===== src/common/tmr_pkg.sv =====
// Constants for the timer channel counter core: register map, modes, timing.
package tmr_pkg;
	localparam int CNT_W = 16;
	localparam int PSC_W = 4;
	localparam logic [11:0] OFF_CTRL = 12'h000;
	localparam logic [11:0] OFF_MODE = 12'h004;
	localparam logic [11:0] OFF_DATA = 12'h008;
	localparam logic [11:0] OFF_COUNT = 12'h00c;
	localparam logic [11:0] OFF_STATUS = 12'h010;
	localparam int MODE_LSB = 0;
	localparam int SRC_BIT = 4;
	localparam int FILT_BIT = 5;
	localparam int SIRQ_BIT = 6;
	localparam int PSC_LSB = 8;
	localparam int CTRL_START_BIT = 0;
	localparam int CTRL_STOP_BIT = 1;
	localparam int ST_EN_BIT = 0;
	localparam int ST_WAIT_BIT = 1;
	localparam int ST_IRQ_BIT = 2;
	localparam logic [CNT_W-1:0] CNT_RST = 16'h0000;
	localparam logic [CNT_W-1:0] CNT_ONES = 16'hffff;
	localparam logic [31:0] MODE_RST = 32'h0000_0000;
	localparam int FILT_EXTRA = 2;
	typedef enum logic [2:0] {
		MODE_INTERVAL = 3'b000,
		MODE_EVENT = 3'b001,
		MODE_CAPTURE = 3'b010,
		MODE_ONECOUNT = 3'b011,
		MODE_CAP_ONE = 3'b100
	} mode_t;
endpackage : tmr_pkg


===== src/core/timer_channel_counter_core.sv =====
// Timer channel counter core with APB register access.
// Function
// - Prescaler selects undivided clock down to /2^15
// - Divided clock is one-cycle pulse, undivided high
// - Counter updates one clock after count clock
// - Pin count clock delay 1-2, filtered 3-4
// - Pin sampled, rising edge gives one-cycle pulse
// - Start bit sets enabled flag, enables counter
// - Interval: first count clock loads, then decrements
// - Start trigger on first clock, optional interrupt
// - Interval: after zero, interrupt and reload
// - Event: start loads data immediately
// - Event: decrement on each rising pin edge
// - Noise filter adds two cycles of delay
// - Capture: first clock clears, then increments
// - Capture: input edge copies counter, interrupts
// - Capture: count restarts from zero each capture
// - One-count: start waits for trigger, holds
// - One-count: rising pin edge loads data
// - One-count: at zero interrupt, all ones, stop
// - Capture one-count: trigger, clear, then increment
// - Capture one-count: falling edge captures, interrupts
// - Source bit picks prescaler or pin edges in interval and capture modes
module timer_channel_counter_core
	import tmr_pkg::*;
(
	input wire logic ref_clk_in,
	input wire logic rstn_in,
	input wire logic psel_in,
	input wire logic penable_in,
	input wire logic pwrite_in,
	input wire logic [11:0] paddr_in,
	input wire logic [31:0] pwdata_in,
	output logic [31:0] prdata_out,
	output logic pready_out,
	output logic pslverr_out,
	input wire logic timer_input_pin_in,
	output logic channel_interrupt_out,
	output logic channel_enabled_flag_out
);
	import tmr_pkg::*;

	// The counter, its read mux, the prescaler chain and its mask function are built for these widths only
	if (CNT_W != 16) begin : cnt_width_check
		$error("counter width must be 16");
	end
	if (PSC_W != 4) begin : psc_width_check
		$error("prescaler select must be 4 bits");
	end

	logic [31:0] mode_q;
	logic [CNT_W-1:0] channel_data_reg_q;
	logic [CNT_W-1:0] channel_counter_q;
	logic [PSC_W-1:0] prescaler_select_reg;
	logic [2:0] mode_sel;
	logic count_source_select;
	logic filter_en;
	logic start_interrupt_select;
	logic wr_en;
	logic channel_start_bit;
	logic stop_req;
	logic [14:0] psc_q;
	logic psc_tick;
	logic sync1_q;
	logic sync2_q;
	logic filt1_q;
	logic filt2_q;
	logic edge_prev_q;
	logic pin_lvl;
	logic rise_det;
	logic fall_det;
	logic count_clk;
	logic en_q;
	logic wait_q;
	logic first_q;
	logic irq_q;
	logic irq_sticky_q;
	logic addr_ok;

	assign mode_sel = mode_q[MODE_LSB +: 3];
	assign count_source_select = mode_q[SRC_BIT];
	assign filter_en = mode_q[FILT_BIT];
	assign start_interrupt_select = mode_q[SIRQ_BIT];
	assign prescaler_select_reg = mode_q[PSC_LSB +: PSC_W];

	// APB: zero-wait slave, unmapped addresses answer with slverr
	assign addr_ok = (paddr_in == OFF_CTRL) || (paddr_in == OFF_MODE) ||
		(paddr_in == OFF_DATA) || (paddr_in == OFF_COUNT) || (paddr_in == OFF_STATUS);
	assign pready_out = 1'b1;
	assign pslverr_out = psel_in && penable_in && !addr_ok;
	assign wr_en = psel_in && penable_in && pwrite_in;
	assign channel_start_bit = wr_en && (paddr_in == OFF_CTRL) && pwdata_in[CTRL_START_BIT];
	assign stop_req = wr_en && (paddr_in == OFF_CTRL) && pwdata_in[CTRL_STOP_BIT];

	always_comb begin
		prdata_out = 32'h0000_0000;
		unique case (paddr_in)
			OFF_MODE: prdata_out = mode_q;
			OFF_DATA: prdata_out = {16'h0000, channel_data_reg_q};
			OFF_COUNT: prdata_out = {16'h0000, channel_counter_q};
			OFF_STATUS: prdata_out = {29'h0, irq_sticky_q, wait_q, en_q};
			default: prdata_out = 32'h0000_0000;
		endcase
	end

	always_ff @(posedge ref_clk_in or negedge rstn_in) begin
		if (!rstn_in) begin
			mode_q <= MODE_RST;
		end else if (wr_en && paddr_in == OFF_MODE && !en_q) begin
			mode_q <= pwdata_in;
		end
	end

	// Free-running prescaler; a tick is one clock wide at the chosen division
	always_ff @(posedge ref_clk_in or negedge rstn_in) begin
		if (!rstn_in) begin
			psc_q <= 15'h0000;
		end else begin
			psc_q <= psc_q + 15'h0001;
		end
	end

	function automatic logic div_tick(input logic [14:0] cnt, input logic [PSC_W-1:0] sel);
		logic [14:0] mask;
		mask = 15'h7fff >> (5'd15 - {1'b0, sel});
		return (cnt & mask) == mask;
	endfunction : div_tick

	assign psc_tick = (prescaler_select_reg == 4'h0) ? 1'b1 : div_tick(psc_q, prescaler_select_reg);

	// Pin: two-flop synchroniser, optional two extra filter stages
	always_ff @(posedge ref_clk_in or negedge rstn_in) begin
		if (!rstn_in) begin
			sync1_q <= 1'b0;
			sync2_q <= 1'b0;
			filt1_q <= 1'b0;
			filt2_q <= 1'b0;
			edge_prev_q <= 1'b0;
		end else begin
			sync1_q <= timer_input_pin_in;
			sync2_q <= sync1_q;
			filt1_q <= sync2_q;
			filt2_q <= filt1_q;
			edge_prev_q <= pin_lvl;
		end
	end

	assign pin_lvl = filter_en ? filt2_q : sync2_q;
	assign rise_det = pin_lvl && !edge_prev_q;
	assign fall_det = !pin_lvl && edge_prev_q;
	assign count_clk = count_source_select ? rise_det : psc_tick;

	// Channel state and counter; all updates land the clock after their strobe (count_clk, rise_det, fall_det, psc_tick or a write)
	always_ff @(posedge ref_clk_in or negedge rstn_in) begin
		if (!rstn_in) begin
			en_q <= 1'b0;
			wait_q <= 1'b0;
			first_q <= 1'b0;
			irq_q <= 1'b0;
			channel_counter_q <= CNT_RST;
			channel_data_reg_q <= CNT_RST;
		end else begin
			irq_q <= 1'b0;
			if (wr_en && paddr_in == OFF_DATA) begin
				channel_data_reg_q <= pwdata_in[CNT_W-1:0];
			end
			if (stop_req) begin
				en_q <= 1'b0;
				wait_q <= 1'b0;
			end else if (channel_start_bit && !en_q) begin
				en_q <= 1'b1;
				first_q <= 1'b1;
				wait_q <= (mode_sel == MODE_ONECOUNT) || (mode_sel == MODE_CAP_ONE);
				if (mode_sel == MODE_EVENT) begin
					channel_counter_q <= channel_data_reg_q;
					first_q <= 1'b0;
				end
			end else if (en_q) begin
				unique case (mode_sel)
					MODE_INTERVAL: if (count_clk) begin
						first_q <= 1'b0;
						if (first_q) begin
							channel_counter_q <= channel_data_reg_q;
							irq_q <= start_interrupt_select;
						end else if (channel_counter_q == CNT_RST) begin
							channel_counter_q <= channel_data_reg_q;
							irq_q <= 1'b1;
						end else begin
							channel_counter_q <= channel_counter_q - 16'h0001;
						end
					end
					MODE_EVENT: if (rise_det) begin
						channel_counter_q <= channel_counter_q - 16'h0001;
					end
					MODE_CAPTURE: begin
						if (rise_det && !first_q) begin
							channel_data_reg_q <= channel_counter_q;
							irq_q <= 1'b1;
							channel_counter_q <= CNT_RST;
						end else if (count_clk) begin
							first_q <= 1'b0;
							if (first_q) begin
								channel_counter_q <= CNT_RST;
								irq_q <= start_interrupt_select;
							end else begin
								channel_counter_q <= channel_counter_q + 16'h0001;
							end
						end
					end
					MODE_ONECOUNT: begin
						if (wait_q) begin
							if (rise_det) begin
								wait_q <= 1'b0;
								channel_counter_q <= channel_data_reg_q;
							end
						end else if (psc_tick) begin
							if (channel_counter_q == CNT_RST) begin
								channel_counter_q <= CNT_ONES;
								irq_q <= 1'b1;
								en_q <= 1'b0;
							end else begin
								channel_counter_q <= channel_counter_q - 16'h0001;
							end
						end
					end
					MODE_CAP_ONE: begin
						if (wait_q) begin
							if (rise_det) begin
								wait_q <= 1'b0;
								first_q <= 1'b1;
							end
						end else if (fall_det) begin
							channel_data_reg_q <= channel_counter_q;
							irq_q <= 1'b1;
							wait_q <= 1'b1;
						end else if (psc_tick) begin
							first_q <= 1'b0;
							channel_counter_q <= first_q ? CNT_RST :
								channel_counter_q + 16'h0001;
						end
					end
					default: en_q <= 1'b0;
				endcase
			end
		end
	end

	// Sticky copy for polling; set wins over a clear in the same cycle
	always_ff @(posedge ref_clk_in or negedge rstn_in) begin
		if (!rstn_in) begin
			irq_sticky_q <= 1'b0;
		end else if (irq_q) begin
			irq_sticky_q <= 1'b1;
		end else if (wr_en && paddr_in == OFF_STATUS && pwdata_in[ST_IRQ_BIT]) begin
			irq_sticky_q <= 1'b0;
		end
	end

	assign channel_interrupt_out = irq_q;
	assign channel_enabled_flag_out = en_q;

	start_sets_en_a: assert property (@(posedge ref_clk_in) disable iff (!rstn_in)
		channel_start_bit && !en_q && !stop_req |=> en_q) else $error("start did not enable");
	event_load_a: assert property (@(posedge ref_clk_in) disable iff (!rstn_in)
		channel_start_bit && !en_q && !stop_req && mode_sel == MODE_EVENT
		|=> channel_counter_q == $past(channel_data_reg_q)) else $error("no load");
	interval_reload_a: assert property (@(posedge ref_clk_in) disable iff (!rstn_in)
		en_q && !first_q && mode_sel == MODE_INTERVAL && count_clk && !stop_req
		&& channel_counter_q == CNT_RST |=> channel_interrupt_out) else $error("no reload irq");
	capture_irq_a: assert property (@(posedge ref_clk_in) disable iff (!rstn_in)
		en_q && !first_q && mode_sel == MODE_CAPTURE && rise_det && !stop_req
		&& !channel_start_bit |=> channel_interrupt_out && channel_counter_q == CNT_RST)
		else $error("capture failed");
	onecount_end_a: assert property (@(posedge ref_clk_in) disable iff (!rstn_in)
		en_q && !wait_q && mode_sel == MODE_ONECOUNT && psc_tick && !stop_req
		&& channel_counter_q == CNT_RST |=> !en_q && channel_counter_q == CNT_ONES)
		else $error("one-count end wrong");
	onecount_hold_a: assert property (@(posedge ref_clk_in) disable iff (!rstn_in)
		en_q && wait_q && mode_sel == MODE_ONECOUNT && !rise_det
		|=> $stable(channel_counter_q)) else $error("counter moved while waiting");
	edge_pulse_a: assert property (@(posedge ref_clk_in) disable iff (!rstn_in)
		rise_det |=> !rise_det) else $error("edge pulse too long");
	pin_delay_a: assert property (@(posedge ref_clk_in) disable iff (!rstn_in)
		!filter_en && $rose(sync1_q) && $stable(filter_en) |=> rise_det)
		else $error("pin edge delay wrong");
	undivided_a: assert property (@(posedge ref_clk_in) disable iff (!rstn_in)
		prescaler_select_reg == 4'h0 |-> psc_tick) else $error("undivided not high");
	divided_pulse_a: assert property (@(posedge ref_clk_in) disable iff (!rstn_in)
		prescaler_select_reg != 4'h0 && psc_tick && !wr_en |=> !psc_tick)
		else $error("divided tick too long");
	filter_delay_a: assert property (@(posedge ref_clk_in) disable iff (!rstn_in)
		filter_en && $rose(sync1_q) && $stable(filter_en) |=> ##2 rise_det)
		else $error("filtered edge delay wrong");
	stop_clears_a: assert property (@(posedge ref_clk_in) disable iff (!rstn_in)
		stop_req |=> !en_q && !wait_q) else $error("stop did not disable");
	count_read_a: assert property (@(posedge ref_clk_in) disable iff (!rstn_in)
		psel_in && paddr_in == OFF_COUNT |-> prdata_out == {16'h0000, channel_counter_q})
		else $error("count read wrong");
	// Interval and event modes: hold, first load, down count
	interval_hold_a: assert property (@(posedge ref_clk_in) disable iff (!rstn_in)
		en_q && first_q && mode_sel == MODE_INTERVAL && !count_clk && !stop_req
		|=> $stable(channel_counter_q)) else $error("counter moved before start");
	interval_load_a: assert property (@(posedge ref_clk_in) disable iff (!rstn_in)
		en_q && first_q && mode_sel == MODE_INTERVAL && count_clk && !stop_req
		|=> channel_counter_q == $past(channel_data_reg_q)) else $error("no first load");
	start_irq_a: assert property (@(posedge ref_clk_in) disable iff (!rstn_in)
		en_q && first_q && mode_sel == MODE_INTERVAL && count_clk && !stop_req
		|=> channel_interrupt_out == $past(start_interrupt_select))
		else $error("start interrupt wrong");
	interval_dec_a: assert property (@(posedge ref_clk_in) disable iff (!rstn_in)
		en_q && !first_q && mode_sel == MODE_INTERVAL && count_clk && !stop_req
		&& channel_counter_q != CNT_RST |=> channel_counter_q == $past(channel_counter_q) - 16'h0001)
		else $error("interval did not count down");
	event_dec_a: assert property (@(posedge ref_clk_in) disable iff (!rstn_in)
		en_q && mode_sel == MODE_EVENT && rise_det && !stop_req
		|=> channel_counter_q == $past(channel_counter_q) - 16'h0001)
		else $error("event did not count down");
	// Capture mode: clear on first clock, copy on edge, count up
	capture_clear_a: assert property (@(posedge ref_clk_in) disable iff (!rstn_in)
		en_q && first_q && mode_sel == MODE_CAPTURE && count_clk && !stop_req
		|=> channel_counter_q == CNT_RST) else $error("capture start not cleared");
	capture_copy_a: assert property (@(posedge ref_clk_in) disable iff (!rstn_in)
		en_q && !first_q && mode_sel == MODE_CAPTURE && rise_det && !stop_req
		|=> channel_data_reg_q == $past(channel_counter_q)) else $error("capture not copied");
	capture_inc_a: assert property (@(posedge ref_clk_in) disable iff (!rstn_in)
		en_q && !first_q && mode_sel == MODE_CAPTURE && count_clk && !rise_det && !stop_req
		|=> channel_counter_q == $past(channel_counter_q) + 16'h0001)
		else $error("capture did not count up");
	// One-count modes: trigger, run, stop or capture on the falling edge
	onecount_load_a: assert property (@(posedge ref_clk_in) disable iff (!rstn_in)
		en_q && wait_q && mode_sel == MODE_ONECOUNT && rise_det && !stop_req
		|=> channel_counter_q == $past(channel_data_reg_q) && !wait_q)
		else $error("trigger did not load");
	onecount_dec_a: assert property (@(posedge ref_clk_in) disable iff (!rstn_in)
		en_q && !wait_q && mode_sel == MODE_ONECOUNT && psc_tick && !stop_req
		&& channel_counter_q != CNT_RST |=> channel_counter_q == $past(channel_counter_q) - 16'h0001)
		else $error("one-count did not count down");
	capone_clear_a: assert property (@(posedge ref_clk_in) disable iff (!rstn_in)
		en_q && !wait_q && first_q && mode_sel == MODE_CAP_ONE && psc_tick && !fall_det
		&& !stop_req |=> channel_counter_q == CNT_RST) else $error("width count not cleared");
	capone_inc_a: assert property (@(posedge ref_clk_in) disable iff (!rstn_in)
		en_q && !wait_q && !first_q && mode_sel == MODE_CAP_ONE && psc_tick && !fall_det
		&& !stop_req |=> channel_counter_q == $past(channel_counter_q) + 16'h0001)
		else $error("width count did not count up");
	capone_copy_a: assert property (@(posedge ref_clk_in) disable iff (!rstn_in)
		en_q && !wait_q && mode_sel == MODE_CAP_ONE && fall_det && !stop_req
		|=> channel_data_reg_q == $past(channel_counter_q) && channel_interrupt_out)
		else $error("width not captured");
endmodule : timer_channel_counter_core


===== config.mk =====
export PLATFORM = sky130hd
export DESIGN_NAME = timer_channel_counter_core
export DESIGN_NICKNAME = d
export VERILOG_FILES = /design/src/common/tmr_pkg.sv /design/src/core/timer_channel_counter_core.sv
export SDC_FILE = /design/constraint.sdc
export NUM_CORES = 1
export LEC_CHECK = 0
export BUFFER_PORTS_ARGS = -buffer_cell sky130_fd_sc_hd__buf_2
export CORE_MARGIN = 4
export CORE_UTILIZATION = 50
export CTS_BUF_LIST = sky130_fd_sc_hd__clkbuf_16
export CTS_CLUSTER_DIAMETER = 80
export CTS_CLUSTER_SIZE = 12
export DETAILED_ROUTE_END_ITERATION = 7
export HOLD_SLACK_MARGIN = 0.02
export PLACE_DENSITY = 0.69
export SLEW_MARGIN = 20
export SYNTH_ARGS = -nofsm -noshare
export SYNTH_HDL_FRONTEND = slang
export SYNTH_SLANG_ARGS = --single-unit
export TNS_END_PERCENT = 100

===== constraint.sdc =====
create_clock -name ref_clk_in -period 2.75 [get_ports ref_clk_in]
set_input_delay 0.275 -clock ref_clk_in [delete_from_list [all_inputs] [get_ports ref_clk_in]]
set_output_delay 0.275 -clock ref_clk_in [all_outputs]
set_load 0.02 [all_outputs]

==> flow_metrics.env <==
export IMPL_cts_resized=0
export IMPL_dp_hpwl_um=13700
export IMPL_syn2layout_area_growth_pct=17.7
export IMPL_status="completed"
export IMPL_critical_path_required_ns=2.98
export IMPL_critPathTopFamily="simple AND/OR/NAND/NOR gates"
export IMPL_layout_drive_gt1_share_pct=27.8
export IMPL_place_gp_congestion=1.03
export IMPL_utilization_pct=60.9
export IMPL_synthFlopType="dfrtp_1"
export IMPL_clock_path_buffers=2
export IMPL_final_nets=823
export IMPL_post_drt_wl_per_cell_um=20.1
export IMPL_period_minus_slack_ns=2.60
export IMPL_hold_viol_final=0
export IMPL_synth_area_leaders="dfrtp_1 37%, mux2_2 9.2%, nand2_1 4.1%"
export IMPL_track_usage_pct=27.4
export IMPL_grt_pass1_wl_um=30600
export IMPL_place_area_um2=6770
export IMPL_yosys_area_top_type_share_pct=37.1
export IMPL_power_leakage_nw=3.22
export IMPL_fin_worst_skew_ns=0.00649
export IMPL_crit_start="channel_counter_q[9]$_DFFE_PN0P_"
export IMPL_grt_setup_unrepaired="no"
export IMPL_cp_cell_sequence="or4_4 -> nand4bb_1 -> buf_4 -> a31o_2 -> o31ai_1 -> nand2b_1 -> a22oi_1 -> mux2i_1"
export IMPL_wl_um=18500
export IMPL_grt_pass1_vias=5757
export IMPL_rows=39
export IMPL_pin_count=86
export IMPL_ys_warn_count=0
export IMPL_overflow=0
export IMPL_switching_share_pct=33.5
export IMPL_tns_ns=0
export IMPL_antenna_found_initial=0
export IMPL_crit_end="channel_counter_q[1]$_DFFE_PN0P_"
export IMPL_ys_ff_latch=89
export IMPL_total_power_mw=3.61
export IMPL_ir_worst_vdd_v=0.000393
export IMPL_max_freq_mhz=385
export IMPL_cts_tree="done"
export IMPL_drc=0
export IMPL_cp_depth=8
export IMPL_synthesis_nets=734
export IMPL_reg2reg_depth=8
export IMPL_slew_headroom_pct=54.2
export IMPL_endpoint_kind="flip-flop"
export IMPL_r2r_end="channel_counter_q[1]$_DFFE_PN0P_"
export IMPL_dr_first_iter_drc_count=544
export IMPL_crit_type="reg2reg"
export IMPL_p_int_mw=2.40
export IMPL_regArea_um2=2230
export IMPL_grt_use_met2_pct=44.2
export IMPL_cts_sinks=89
export IMPL_die_y_um=118
export IMPL_clk_insertion_delay_late_ns=0.36
export IMPL_yosysUniqueCellTypes=65
export IMPL_power_density_nw_per_um2=510
export IMPL_avgSynthCellArea_um2=8.84
export IMPL_vias=5635
export IMPL_dieWidth_um=118
export IMPL_postLayoutCellArea_um2=7080
export IMPL_yosysSeqAreaShare_pct=37.1
export IMPL_cp_slowest_cell="or4_4"
export IMPL_htreeDepth=3
export IMPL_critPathLaunchType="flip-flop"
export IMPL_io_buffers=84
export IMPL_synth_edf_count=0
export IMPL_antenna_cells=0
export IMPL_critPathMaxFanout=7
export IMPL_max_stage_delay_ns=0.57
export IMPL_coreArea_um2=11600
export IMPL_clkTransAtPathRegs_ns=0.07
export IMPL_cap_violations=0
export IMPL_numCtsBuffers=9
export IMPL_syn_area_um2=6010
export IMPL_syn_inst=680
export IMPL_vias_per_cell=6.15
export IMPL_reg2reg_slack_ns=0.15
export IMPL_slew_violations=0
export IMPL_fin_crit_sh_pct=94.4
export IMPL_p_comb_share_pct=25.6
export IMPL_cp_arrival_ns=2.83
export IMPL_grt_util_met3_pct=5.86
export IMPL_initial_core_util_pct=51.7
export IMPL_setup_viol=0
export IMPL_pwr_share_seq_pct=40.5
export IMPL_dieArea_um2=13800
export IMPL_ant_nets=0
export IMPL_clkPwrFrac_pct=33.9
export IMPL_busiest_layer="met2"
export IMPL_yosysTopAreaCell="dfrtp_1"
export IMPL_r2r_start="channel_counter_q[9]$_DFFE_PN0P_"
export IMPL_worstMarginPinSlew_ns=0.681
export IMPL_n_fill_cell=1032
export IMPL_cts_root_buf="clkbuf_16"
export IMPL_multi_input_area_um2=3470
export IMPL_grt_start_max_net_pins=56
export IMPL_switchingPower_mw=1.21
export IMPL_use_met1_pct=37.2
export IMPL_worstHoldPathType="in2reg"
export IMPL_first_pass_iters=5
export IMPL_synthArstFlopShare_pct=100
export IMPL_path_buf_inv=1
==> state kept, by name (all words and copies together), names as in the netlist <==
name and count:
mode_q 32, channel_counter_q 16, channel_data_reg_q 16, psc_q 15, channel_enabled_flag_out 1, channel_interrupt_out 1
edge_prev_q 1, filt1_q 1, filt2_q 1, first_q 1, irq_sticky_q 1, sync1_q 1
sync2_q 1, wait_q 1
==> metal layers <==
layer	part of all wire (%)	wire, um
met1	44	8150
met2	46	8560
met3	7.2	1330
met4	2.3	416
met5	0	0
==> Yosys cell counts, drive strengths merged (5+ instances only) <==
cell and n:
nor2b 9, dfrtp 89, xor2 19, mux2 49
inv 19, nor2 43, clkbuf 37, and3 10
nor4 7, nand2b 9, nand3 27, buf 21
a31oi 10, xnor2 21, o22ai 14, a22oi 18
o21a 6, nor3 21, mux2i 19, nand2 66
o21ai 45, and2 21, a221oi 6, a21oi 25
nand4 5
==> cell type report <==
cell class / count / share of cell area (%)
sequential: 89 / 31.5
clock buffer: 9 / 3.18
timing repair buffer: 136 / 11.9
multi-input combinational: 514 / 49.0
inverter: 19 / 1.01
clock inverter: 7 / 0.849
tap: 143 / 2.53
==> power groups by stage <==
stage               combinational [mW]  clock [mW]  sequential (mW)
finish                           0.923        1.22             1.46
global route                      1.01        1.31             1.47
CTS                              0.911        1.25             1.46
detailed placement               0.904           0             1.48
global placement                 0.898           0             1.49
floorplan                        0.556           0             1.47
==> cell usage in the layout, fill, tap and decap left out, drive strengths merged, types with 7 or more instances in the layout <==
cell	instances
a21oi	25
a22oi	18
a31oi	10
and2	21
and3	10
buf	134
clkbuf	9
dfrtp	89
inv	25
mux2	49
mux2i	19
nand2	66
nand2b	9
nand3	27
nor2	43
nor2b	9
nor3	21
nor4	7
o21ai	45
o22ai	14
xnor2	21
xor2	19
==> stage by stage <==
step	setup slack, ns	std cells	hold slack [ns]
4_1_cts	0.154	917	0.132
5_1_grt	0.0145	917	0.141
3_5_place_dp	0.187	899	0.269
3_3_place_gp	0.229	899	0.268
2_1_floorplan	0.356	680	-0.0206
6_report	0.154	917	0.139
==> kinds of logic after synthesis <==
kind of cell | synth area share [%]
simple gates | 20.1
compound gates | 18.3
flops | 37.1
buf+inv | 5.41
mux | 12.3
xor+xnor | 5.83
fa+ha+maj | 0.833
other cells | 0.0624
==> worst min path at each step <==
stage / cells past startpoint / startpoint / slack [ns] / end
after detailed placement: 1 / rstn_in / 0.27 / channel_interrupt_out$_DFF_PN0_
after global routing: 2 / pwdata_in[21] / 0.14 / mode_q[21]$_DFFE_PN0P_
after CTS: 3 / pwdata_in[11] / 0.13 / mode_q[11]$_DFFE_PN0P_
final: 3 / pwdata_in[11] / 0.14 / mode_q[11]$_DFFE_PN0P_
after floorplan: 0 / rstn_in / -0.02 / channel_counter_q[0]$_DFFE_PN0P_
after global placement: 1 / rstn_in / 0.27 / channel_interrupt_out$_DFF_PN0_
==> tightest hold or removal path, delay by kind of cell <==
kind            cells  cell delay, ns
buf+inv             1            0.09
compound gates      1            0.05
simple gates        1            0.04
==> what timing repair did <==
action / 4_1_cts / 5_1_grt
endpoints found under the setup margin: 0 / 0
hold buffers: 2 / 0
hold endpoints to repair: 35 / 0
buffers inserted: 0 / 0
(Power assumes the default switching activity.)
